[src/logic/sgmc_pkg.sv]
// shared constants for the serial gain and mode configuration port
package sgmc_pkg;
    localparam int          SGMC_WORD_BITS  = 5;
    localparam int          SGMC_GAIN_HI    = 4;
    localparam int          SGMC_GAIN_LO    = 3;
    localparam int          SGMC_AMP_EN     = 2;
    localparam int          SGMC_NULL       = 1;
    localparam int          SGMC_TRISTATE   = 0;
    localparam logic [4:0]  SGMC_CFG_RESET  = 5'h00;
    localparam logic [4:0]  SGMC_SHIFT_RESET = 5'h00;
    // attenuation path gain selects, amplification path selects
    localparam logic [1:0]  SGMC_G_0096     = 2'h0;
    localparam logic [1:0]  SGMC_G_0192     = 2'h1;
    localparam logic [1:0]  SGMC_G_0384     = 2'h2;
    localparam logic [1:0]  SGMC_G_0768     = 2'h3;
    localparam logic [1:0]  SGMC_G_1        = 2'h2;
    localparam logic [1:0]  SGMC_G_2        = 2'h3;
    // decoded analog path mode
    typedef enum logic [2:0] {
        SGMC_MODE_ATTEN,
        SGMC_MODE_AMP,
        SGMC_MODE_NULL,
        SGMC_MODE_HIZ,
        SGMC_MODE_UNDEF
    } sgmc_mode_t;
endpackage : sgmc_pkg

[src/logic/sgmc_top.sv]
// serial configuration port: 5-bit shift register, holding register, mode decode
`timescale 1ns/1ns
`default_nettype none
module sgmc_top
    import sgmc_pkg::*;
(
    // system
    input  wire logic        CLK,
    input  wire logic        RESET,
    // serial pins
    input  wire logic        SCK,
    input  wire logic        CS_N,
    input  wire logic        SDI,
    output logic             SDO,
    // holding register and decoded controls
    output logic [4:0]       CFG_WORD,
    output logic [1:0]       GAIN_SEL,
    output logic             AMP_PAIR_ENABLE,
    output logic             OFFSET_NULL_MODE,
    output logic             OUTPUT_TRISTATE,
    output logic             SEL_ATTEN_PAIR,
    output logic             SEL_AMP_PAIR,
    output logic             INPUTS_CONNECTED,
    output logic             MODE_UNDEFINED,
    output sgmc_mode_t       MODE
);

    function automatic sgmc_mode_t sgmc_decode(input logic [4:0] w);
        sgmc_mode_t m;
        m = SGMC_MODE_ATTEN;
        if (w[SGMC_TRISTATE]) begin
            m = SGMC_MODE_HIZ;
        end else if (w[SGMC_NULL]) begin
            m = SGMC_MODE_NULL;
        end else if (w[SGMC_AMP_EN]) begin
            // only gain codes 10 and 11 are defined in amplification
            if (w[SGMC_GAIN_HI:SGMC_GAIN_LO] == SGMC_G_1 ||
                w[SGMC_GAIN_HI:SGMC_GAIN_LO] == SGMC_G_2) begin
                m = SGMC_MODE_AMP;
            end else begin
                m = SGMC_MODE_UNDEF;
            end
        end
        return m;
    endfunction : sgmc_decode

    // pin synchronisers; first stage feeds only the second
    logic [1:0] sck_sync_q;
    logic [1:0] cs_sync_q;
    logic [1:0] sdi_sync_q;
    logic       sck_prev_q;
    logic       cs_prev_q;

    always_ff @(posedge CLK) begin
        if (RESET) begin
            sck_sync_q <= 2'h3;
            cs_sync_q  <= 2'h3;
            sdi_sync_q <= 2'h0;
            sck_prev_q <= 1'b1;
            cs_prev_q  <= 1'b1;
        end else begin
            sck_sync_q <= {sck_sync_q[0], SCK};
            cs_sync_q  <= {cs_sync_q[0], CS_N};
            sdi_sync_q <= {sdi_sync_q[0], SDI};
            sck_prev_q <= sck_sync_q[1];
            cs_prev_q  <= cs_sync_q[1];
        end
    end

    logic sck_s;
    logic cs_s;
    logic sck_rise;
    logic cs_fall;
    logic cs_rise;
    assign sck_s    = sck_sync_q[1];
    assign cs_s     = cs_sync_q[1];
    assign sck_rise = sck_s && !sck_prev_q;
    assign cs_fall  = !cs_s && cs_prev_q;
    assign cs_rise  = cs_s && !cs_prev_q;
    sync_sdi_a: assert property (@(posedge CLK) disable iff (RESET)
        1'b1 |=> sdi_sync_q[1] == $past(sdi_sync_q[0]))
        else $error("data input synchroniser skipped a stage");
    sync_sck_a: assert property (@(posedge CLK) disable iff (RESET)
        1'b1 |=> sck_prev_q == $past(sck_s))
        else $error("serial clock edge detector lost a sample");
    sync_cs_a: assert property (@(posedge CLK) disable iff (RESET)
        1'b1 |=> cs_prev_q == $past(cs_s))
        else $error("chip select edge detector lost a sample");

    // frame armed only when chip select fell with the serial clock high;
    // a fall with clock low is meant for a shared converter and is ignored
    logic armed_q;
    always_ff @(posedge CLK) begin
        if (RESET) begin
            armed_q <= 1'b0;
        end else if (cs_fall) begin
            armed_q <= sck_prev_q;
        end else if (cs_rise) begin
            armed_q <= 1'b0;
        end
    end
    arm_set_a: assert property (@(posedge CLK) disable iff (RESET)
        (cs_fall && sck_prev_q) |=> armed_q)
        else $error("chip select fall with clock high did not arm");
    arm_hold_a: assert property (@(posedge CLK) disable iff (RESET)
        (!cs_fall && !cs_rise) |=> armed_q == $past(armed_q))
        else $error("frame arming changed without a chip select edge");
    arm_clear_a: assert property (@(posedge CLK) disable iff (RESET)
        cs_rise |=> !armed_q)
        else $error("frame still armed after chip select rise");

    logic shift_en;
    assign shift_en = armed_q && !cs_s && sck_rise;
    one_bit_a: assert property (@(posedge CLK) disable iff (RESET)
        shift_en |=> !shift_en)
        else $error("one serial clock edge shifted twice");

    logic [4:0] shift_q;
    always_ff @(posedge CLK) begin
        if (RESET) begin
            shift_q <= SGMC_SHIFT_RESET;
        end else if (shift_en) begin
            shift_q <= {shift_q[3:0], sdi_sync_q[1]};
        end
    end
    no_shift_idle_a: assert property (@(posedge CLK) disable iff (RESET)
        !armed_q |=> $stable(shift_q))
        else $error("shift register moved in an unarmed frame");
    no_shift_high_a: assert property (@(posedge CLK) disable iff (RESET)
        cs_s |=> $stable(shift_q))
        else $error("shift register moved with chip select high");

    // the pin copies the newly shifted top bit, so a chained part downstream
    // samples it on the next rising edge and two parts fill in ten clocks
    always_ff @(posedge CLK) begin
        if (RESET) begin
            SDO <= 1'b0;
        end else if (shift_en) begin
            SDO <= shift_q[SGMC_WORD_BITS-2];
        end
    end
    sdo_hold_a: assert property (@(posedge CLK) disable iff (RESET)
        !shift_en |=> $stable(SDO))
        else $error("data output changed without a framed clock edge");
    sdo_track_a: assert property (@(posedge CLK) disable iff (RESET)
        1'b1 |-> SDO == shift_q[SGMC_WORD_BITS-1])
        else $error("data output does not follow the shift register top");
    reset_sdo_a: assert property (@(posedge CLK)
        RESET |=> !SDO && shift_q == SGMC_SHIFT_RESET && !armed_q)
        else $error("serial side not cleared by reset");

    logic [4:0] cfg_q;
    always_ff @(posedge CLK) begin
        if (RESET) begin
            cfg_q <= SGMC_CFG_RESET;
        end else if (cs_rise && armed_q) begin
            cfg_q <= shift_q;
        end
    end
    reset_cfg_a: assert property (@(posedge CLK)
        RESET |=> cfg_q == SGMC_CFG_RESET && CFG_WORD == SGMC_CFG_RESET)
        else $error("holding register not cleared by reset");
    unarmed_load_a: assert property (@(posedge CLK) disable iff (RESET)
        (cs_rise && !armed_q) |=> $stable(cfg_q))
        else $error("unarmed frame loaded the holding register");
    shift_cfg_a: assert property (@(posedge CLK) disable iff (RESET)
        shift_en |=> $stable(cfg_q))
        else $error("shifting changed the configuration");
    load_frame_a: assert property (@(posedge CLK) disable iff (RESET)
        (cs_rise && armed_q) |=> cfg_q == $past(shift_q))
        else $error("holding register did not take the shifted word");

    sgmc_mode_t mode_d;
    assign mode_d = sgmc_decode(cfg_q);

    // decoded outputs registered so they change one cycle after the load
    always_ff @(posedge CLK) begin
        if (RESET) begin
            CFG_WORD         <= SGMC_CFG_RESET;
            GAIN_SEL         <= SGMC_G_0096;
            AMP_PAIR_ENABLE  <= 1'b0;
            OFFSET_NULL_MODE <= 1'b0;
            OUTPUT_TRISTATE  <= 1'b0;
            SEL_ATTEN_PAIR   <= 1'b1;
            SEL_AMP_PAIR     <= 1'b0;
            INPUTS_CONNECTED <= 1'b1;
            MODE_UNDEFINED   <= 1'b0;
            MODE             <= SGMC_MODE_ATTEN;
        end else begin
            CFG_WORD         <= cfg_q;
            GAIN_SEL         <= cfg_q[SGMC_GAIN_HI:SGMC_GAIN_LO];
            AMP_PAIR_ENABLE  <= cfg_q[SGMC_AMP_EN];
            OFFSET_NULL_MODE <= (mode_d == SGMC_MODE_NULL);
            OUTPUT_TRISTATE  <= cfg_q[SGMC_TRISTATE];
            SEL_ATTEN_PAIR   <= !cfg_q[SGMC_AMP_EN];
            SEL_AMP_PAIR     <= cfg_q[SGMC_AMP_EN];
            INPUTS_CONNECTED <= (mode_d == SGMC_MODE_ATTEN) || (mode_d == SGMC_MODE_AMP);
            MODE_UNDEFINED   <= (mode_d == SGMC_MODE_UNDEF);
            MODE             <= mode_d;
        end
    end
    cfg_word_a: assert property (@(posedge CLK) disable iff (RESET)
        1'b1 |=> CFG_WORD == $past(cfg_q))
        else $error("configuration word output lags wrongly");
    gain_sel_a: assert property (@(posedge CLK) disable iff (RESET)
        1'b1 |=> GAIN_SEL == $past(cfg_q[SGMC_GAIN_HI:SGMC_GAIN_LO]))
        else $error("gain select does not follow the gain bits");
    gain_code_a: assert property (@(posedge CLK) disable iff (RESET)
        1'b1 |-> GAIN_SEL == CFG_WORD[SGMC_GAIN_HI:SGMC_GAIN_LO])
        else $error("gain select disagrees with the word");
    atten_gain_a: assert property (@(posedge CLK) disable iff (RESET)
        (MODE == SGMC_MODE_ATTEN) |-> !AMP_PAIR_ENABLE && SEL_ATTEN_PAIR &&
            INPUTS_CONNECTED && !OUTPUT_TRISTATE)
        else $error("attenuation mode controls inconsistent");
    amp_gain_a: assert property (@(posedge CLK) disable iff (RESET)
        (MODE == SGMC_MODE_AMP) |-> GAIN_SEL[1] && SEL_AMP_PAIR)
        else $error("amplification mode with an undefined gain code");
    undef_flag_a: assert property (@(posedge CLK) disable iff (RESET)
        MODE_UNDEFINED |-> AMP_PAIR_ENABLE && !OUTPUT_TRISTATE && !OFFSET_NULL_MODE && !GAIN_SEL[1])
        else $error("undefined flag raised for a defined word");
    undef_mode_a: assert property (@(posedge CLK) disable iff (RESET)
        1'b1 |-> MODE_UNDEFINED == (MODE == SGMC_MODE_UNDEF))
        else $error("undefined flag disagrees with the mode");
    amp_pair_a: assert property (@(posedge CLK) disable iff (RESET)
        1'b1 |=> AMP_PAIR_ENABLE == $past(cfg_q[SGMC_AMP_EN]))
        else $error("amplification enable does not follow its bit");
    amp_route_a: assert property (@(posedge CLK) disable iff (RESET)
        AMP_PAIR_ENABLE |-> SEL_AMP_PAIR && !SEL_ATTEN_PAIR)
        else $error("amplification pair not routed");
    pair_excl_a: assert property (@(posedge CLK) disable iff (RESET)
        1'b1 |-> SEL_ATTEN_PAIR != SEL_AMP_PAIR)
        else $error("both or neither input pair selected");
    null_gain_a: assert property (@(posedge CLK) disable iff (RESET)
        OFFSET_NULL_MODE |-> MODE == SGMC_MODE_NULL && !OUTPUT_TRISTATE && !INPUTS_CONNECTED)
        else $error("null mode with inputs still connected");
    null_pri_a: assert property (@(posedge CLK) disable iff (RESET)
        (MODE == SGMC_MODE_NULL) |-> OFFSET_NULL_MODE)
        else $error("null mode without the null output");
    hiz_out_a: assert property (@(posedge CLK) disable iff (RESET)
        OUTPUT_TRISTATE |-> MODE == SGMC_MODE_HIZ && !INPUTS_CONNECTED && !MODE_UNDEFINED)
        else $error("tristate output did not override the other bits");
    hiz_mode_a: assert property (@(posedge CLK) disable iff (RESET)
        (MODE == SGMC_MODE_HIZ) |-> OUTPUT_TRISTATE && !OFFSET_NULL_MODE)
        else $error("tristate mode without the tristate output");
    tri_bit_a: assert property (@(posedge CLK) disable iff (RESET)
        1'b1 |=> OUTPUT_TRISTATE == $past(cfg_q[SGMC_TRISTATE]))
        else $error("tristate output does not follow its bit");
    connected_a: assert property (@(posedge CLK) disable iff (RESET)
        INPUTS_CONNECTED |-> MODE == SGMC_MODE_ATTEN || MODE == SGMC_MODE_AMP)
        else $error("inputs connected outside a gain mode");
    reset_mode_a: assert property (@(posedge CLK)
        RESET |=> MODE == SGMC_MODE_ATTEN && SEL_ATTEN_PAIR && !SEL_AMP_PAIR &&
            INPUTS_CONNECTED && !OUTPUT_TRISTATE && !MODE_UNDEFINED)
        else $error("decoded outputs not at reset values");

    // checks
    shift_only_a: assert property (@(posedge CLK) disable iff (RESET)
        !shift_en |=> shift_q == $past(shift_q))
        else $error("shift register moved without a framed clock edge");
    shift_in_a: assert property (@(posedge CLK) disable iff (RESET)
        shift_en |=> shift_q == {$past(shift_q[3:0]), $past(sdi_sync_q[1])})
        else $error("shift did not take the data input bit");
    sdo_top_a: assert property (@(posedge CLK) disable iff (RESET)
        shift_en |=> SDO == shift_q[SGMC_WORD_BITS-1])
        else $error("data output is not the top bit");
    arm_edge_a: assert property (@(posedge CLK) disable iff (RESET)
        (cs_fall && !sck_prev_q) |=> !armed_q)
        else $error("armed by chip select fall with clock low");
    cfg_hold_a: assert property (@(posedge CLK) disable iff (RESET)
        !(cs_rise && armed_q) |=> cfg_q == $past(cfg_q))
        else $error("holding register changed outside chip select rise");
    cfg_load_a: assert property (@(posedge CLK) disable iff (RESET)
        (cs_rise && armed_q) |=> ##1 CFG_WORD == $past(shift_q, 2))
        else $error("holding register not loaded from shift register");
    hiz_wins_a: assert property (@(posedge CLK) disable iff (RESET)
        cfg_q[SGMC_TRISTATE] |=> MODE == SGMC_MODE_HIZ && !OFFSET_NULL_MODE)
        else $error("tristate bit did not override");
    null_mode_a: assert property (@(posedge CLK) disable iff (RESET)
        (cfg_q[SGMC_NULL] && !cfg_q[SGMC_TRISTATE]) |=> OFFSET_NULL_MODE && !INPUTS_CONNECTED)
        else $error("null mode not entered");
    pair_sel_a: assert property (@(posedge CLK) disable iff (RESET)
        ##1 SEL_AMP_PAIR == $past(cfg_q[SGMC_AMP_EN]) && SEL_ATTEN_PAIR != SEL_AMP_PAIR)
        else $error("input pair select wrong");
    frame_c: cover property (@(posedge CLK) disable iff (RESET) cs_rise && armed_q);
    amp_c:   cover property (@(posedge CLK) disable iff (RESET) MODE == SGMC_MODE_AMP);
    hiz_c:   cover property (@(posedge CLK) disable iff (RESET) MODE == SGMC_MODE_HIZ);
    skip_c:  cover property (@(posedge CLK) disable iff (RESET) cs_fall && !sck_prev_q);

endmodule : sgmc_top
`default_nettype wire

[config.mk]
export PLATFORM = sky130hd
export DESIGN_NAME = sgmc_top
export DESIGN_NICKNAME = d
export VERILOG_FILES = /design/src/logic/sgmc_pkg.sv /design/src/logic/sgmc_top.sv
export SDC_FILE = /design/constraint.sdc
export NUM_CORES = 1
export LEC_CHECK = 0
export BUFFER_PORTS_ARGS = -buffer_cell sky130_fd_sc_hd__buf_2
export CAP_MARGIN = 10
export CORE_UTILIZATION = 59
export CTS_BUF_LIST = sky130_fd_sc_hd__clkbuf_8
export DETAILED_ROUTE_END_ITERATION = 10
export PLACE_DENSITY_LB_ADDON = 0.2
export REMOVE_ABC_BUFFERS = 1
export SKIP_LAST_GASP = 1
export SLEW_MARGIN = 10
export SYNTH_ARGS = -nofsm -noshare
export SYNTH_HDL_FRONTEND = slang
export SYNTH_SLANG_ARGS = --single-unit
[constraint.sdc]
create_clock -name CLK -period 2.5 [get_ports CLK]
set_input_delay 0.5 -clock CLK [delete_from_list [all_inputs] [get_ports CLK]]
set_output_delay 0.5 -clock CLK [all_outputs]
set_load 0.05 [all_outputs]
### Yosys cells after proc, flatten, opt, wreduce, memory -nomap -nowiden

Cells that the tools add are included.

* bits in registers: 36
* bits of input ports: 5
* logic and storage cells: 43

* equal/unequal tests: 5
* multiplexer cells: 6
* reduce and logical (&&, ||, !) cells: 14

Operators with widths (number)
* 3-bit 2-to-1 mux: 4
* 1-bit logical AND: 6
* 2-bit equality test, second input constant: 2
* 1-bit zero test: 4
* 3-bit by 1-bit equality test with 1-bit output, second input constant: 1
* 3-bit by 2-bit equality test with 1-bit output, second input constant: 1
* 3-bit equality test, second input constant: 1
* 3-bit zero test: 1
* 1-bit logical OR: 2
* 1-bit 2-to-1 mux: 2
* 2-bit nonzero test: 1

### Logic depth before layout (Yosys ltp)

* depth in word-level cells: 8
* depth in mapped cells: 5
* depth with buffers taken out: 4

### Least setup slack after synthesis

No wires, ideal clock.

* kind: register to output
* from: reg CFG_WORD[2]
* to: out CFG_WORD[2]
* arrival time: 0.914 ns
* required time: 2.000 ns
* setup slack: 1.086 ns
* stages on the path, launching flop included: 2
* buffers on the path: 1
* cell sequence: dfxtp_1 buf_4

RTL lines
* start, declared: RTL line sgmc_top.sv:16 `output logic [4:0] CFG_WORD,`
* start signal, assigned: RTL line sgmc_top.sv:190 `CFG_WORD <= cfg_q;`

No word-level cell between the ends.

==> flow_metrics.py <==
metrics = {
    "yosys": {
        "postSynthAreaPerCell_um2": 11.0,
        "synth_cell_types": 22,
        "synth-edff-count": 0,
        "synth_commonest_cells": "dfxtp_1 (31), nand2b_1 (7), a21oi_1 (6), buf_4 (6), or2_1 (6)",
        "ys.warnings.count": 0,
        "synthFlopType": "dfxtp_1",
        "yosysMostFrequentCell": "dfxtp_1",
        "synth_area_leaders": "dfxtp_1 (58%), a21bo_2 (4.7%), mux2i_1 (4.7%)",
        "syn_inst": 97,
        "synth_area_leader_cell": "dfxtp_1",
        "yosysSeqAreaShare_pct": 58.1,
        "synth_top_area_share_pct": 58.1,
        "synth_area_mm2": 0.00107,
        "synth-async-reset-ratio_pct": 0,
        "ys_ff_latch": 31,
    },
    "floorplanning": {
        "io_pins": 23,
        "die_area_mm2": 0.00199,
        "start_util_pct": 62.6,
        "die_x_um": 44.6,
        "dieHeight_um": 44.6,
        "coreArea_mm2": 0.00171,
        "placementRows": 15,
    },
    "sta": {
        "setup_viol": 0,
        "finalHoldWorstSlack_ps": 399,
        "maxSlewHeadroom_pct": 72.1,
        "hold_viol": 0,
        "tns_ps": 0,
        "finalCriticalPeriod_ps": 1400,
        "max_freq_mhz": 713,
        "worstMarginPinSlew_ps": 418,
        "final.setup.worst_slack_ps": 1100,
        "grt_setup_unrepaired": "false",
        "finalMaxSlewViolations": 0,
        "skew_ps": 3.92,
        "post-route-period-util_pct": 56.1,
    },
    "placed_design": {
        "placed_cell_area_mm2": 0.00114,
        "dp_hpwl_mm": 1.01,
        "place_congestion": 0.708,
        "post-place-ws_ps": 1140,
        "port_buffers": 22,
    },
    "setup_path": {
        "cpPeakStageDelay_ps": 350,
        "cp-end-kind": "output pin",
        "required_ps": 2000,
        "cp_num_buf_inv": 1,
        "path_delay_family": "flip-flops",
        "path_cells": "buf_2",
        "cp-start-kind": "register",
        "cp_max_fo": 3,
        "crit_type": "reg -> out",
        "cp_data_arrival_time_ps": 900,
        "cp_slowest_cell": "dfxtp_1",
    },
    "detailed_routing": {
        "viasPerCell": 4.86,
        "drc": 0,
        "drt_iter0_drc": 4,
        "wirelength_mm": 1.57,
        "firstDrtPassIters": 3,
        "routedWlPerCell_um": 11.0,
        "antenna_left": 0,
        "dr_total_vias": 690,
    },
    "clock_tree": {
        "cts_max_path_buffers": 2,
        "post_cts_resized": 0,
        "cts_tree": "built",
        "h-tree-depth": 2,
        "cts.sinks": 31,
        "cts_hold_buf": 0,
        "worstSkewPairLatency_ps": 280,
        "cts.clk_slew.worst_paths_ps": 60,
        "clockRootBuffer": "clkbuf_8",
        "cts_buffers": 5,
        "post-cts-setup-buffers": 0,
    },
    "global_routing": {
        "antenna_found_initial": 0,
        "grt_pass1_wl_mm": 2.47,
        "grt_overflow_total": 0,
        "grt_use_total_pct": 18.6,
        "grt_max_degree": 29,
        "grt_pass1_vias": 572,
    },
    "run": {
        "cap_violations": 0,
    },
    "final_layout": {
        "antenna_cells": 0,
        "drive_above_1_share_pct": 30.8,
        "fin_nets": 123,
        "area_delta_synth_final_pct": 17.7,
        "fillers": 137,
        "fin_area_mm2": 0.00126,
    },
    "hold_path": {
        "min_path_type": "in -> reg",
    },
    "power_and_ir_drop": {
        "p_int_uw": 830,
        "leakage_nw": 0.556,
        "power_frac_comb_pct": 1.7,
        "pwr-share-clk_pct": 48.8,
        "power.density_mw_per_mm2": 808,
        "p_switching_uw": 186,
        "power_frac_seq_pct": 49.5,
        "ir_drop_mv": 0.621,
        "switching_share_pct": 18.3,
    },
    "status": {
        "status": "complete, no violations",
    },
}
-- power by group through the flow --
stage          clock (mW)  sequential, mW  combinational [mW]
3_5_place_dp            0           0.513              0.0174
2_1_floorplan           0           0.512             0.00828
3_3_place_gp            0           0.513              0.0166
4_1_cts             0.506           0.503              0.0176
6_report            0.496           0.502              0.0175
5_1_grt             0.527           0.503              0.0192
-- worst paths after layout --
path | endpoint | from | cells after the start | slack (ps)
worst min-delay path | cs_sync_q[0] | CS_N | 2 | 400
worst max register to register | shift_q[2] | armed_q | 2 | 1220
worst max-delay path | SDO | shift_q[4] | 1 | 1100
worst min register to register | sck_sync_q[1] | sck_sync_q[0] | 1 | 410
-- logic make-up after synthesis --
| logic type | after synthesis | synth area share [%] |
|---|---|---|
| adder cells (fa/ha/maj) | 2 | 2.34 |
| flip-flops | 31 | 58.1 |
| AO/OA/AOI/OAI | 13 | 9.13 |
| buffers and inverters | 14 | 7.96 |
| AND/OR/NAND/NOR | 32 | 17.8 |
| multiplexers | 5 | 4.68 |
-- flip-flops by register name, summed over array words and instances, names as in the netlist --
signal	flops
cfg_q	5
sck_prev_q	1
cs_prev_q	1
sdi_sync_q	2
cs_sync_q	2
sck_sync_q	2
armed_q	1
MODE_UNDEFINED	1
CFG_WORD	5
shift_q	5
SEL_ATTEN_PAIR	1
MODE	3
OFFSET_NULL_MODE	1
INPUTS_CONNECTED	1
-- per-layer routing --
metal  global-route usage [%]  vias up  part of all wire [%]  wire, um
met4                     15.2        0                   2.8        44
li1                         -      352                     -         -
met1                     19.8      309                    40       626
met5                        0        -                     0         0
met2                     27.9       22                    52       808
met3                     8.57        7                   5.6        87
-- through the flow --
step / power, mW / util [%] / std cells
2_1_floorplan: 0.521 / - / 87
4_1_cts: 1.03 / 73.6 / 142
5_1_grt: 1.05 / 73.6 / 142
3_5_place_dp: 0.531 / 66.7 / 134
3_3_place_gp: 0.530 / 66.7 / 134
6_report: 1.02 / 73.6 / 142
-- layout by cell type (no fill, tap or decap) --
cell,synthesis,final
nor2b_1,5,5
clkbuf_8,0,6
inv_1,4,4
buf_2,2,22
nand3b_1,1,1
nand3_1,5,5
nand2_1,1,1
nand2b_1,7,7
a21bo_2,5,5
clkinv_2,0,1
a21oi_1,6,6
nor3_1,1,1
a31o_2,1,1
o22a_1,1,1
bufinv_16,0,1
and4bb_1,1,1
or2_1,6,6
nor2_1,3,3
nor4_1,2,2
dfxtp_1,31,31
mux2i_1,5,5
ha_1,2,2
-- cell type report --
class / instances / area (um2) / share of cell area, %
inverters: 4 / 15.0 / 1.19
repair buffers: 22 / 110 / 8.76
multi-input cells: 52 / 363 / 28.9
clock buffers: 6 / 82.6 / 6.57
clock inverters: 2 / 35.0 / 2.79
flip-flops and latches: 31 / 621 / 49.4
well taps: 25 / 31.3 / 2.49
-- worst reg2reg max path: stages, from the launching register on --
cell      delay (ps)
dfxtp_1          540
and4bb_1         430
mux2i_1          230
Note: power is estimated with default switching activity, not from simulation.
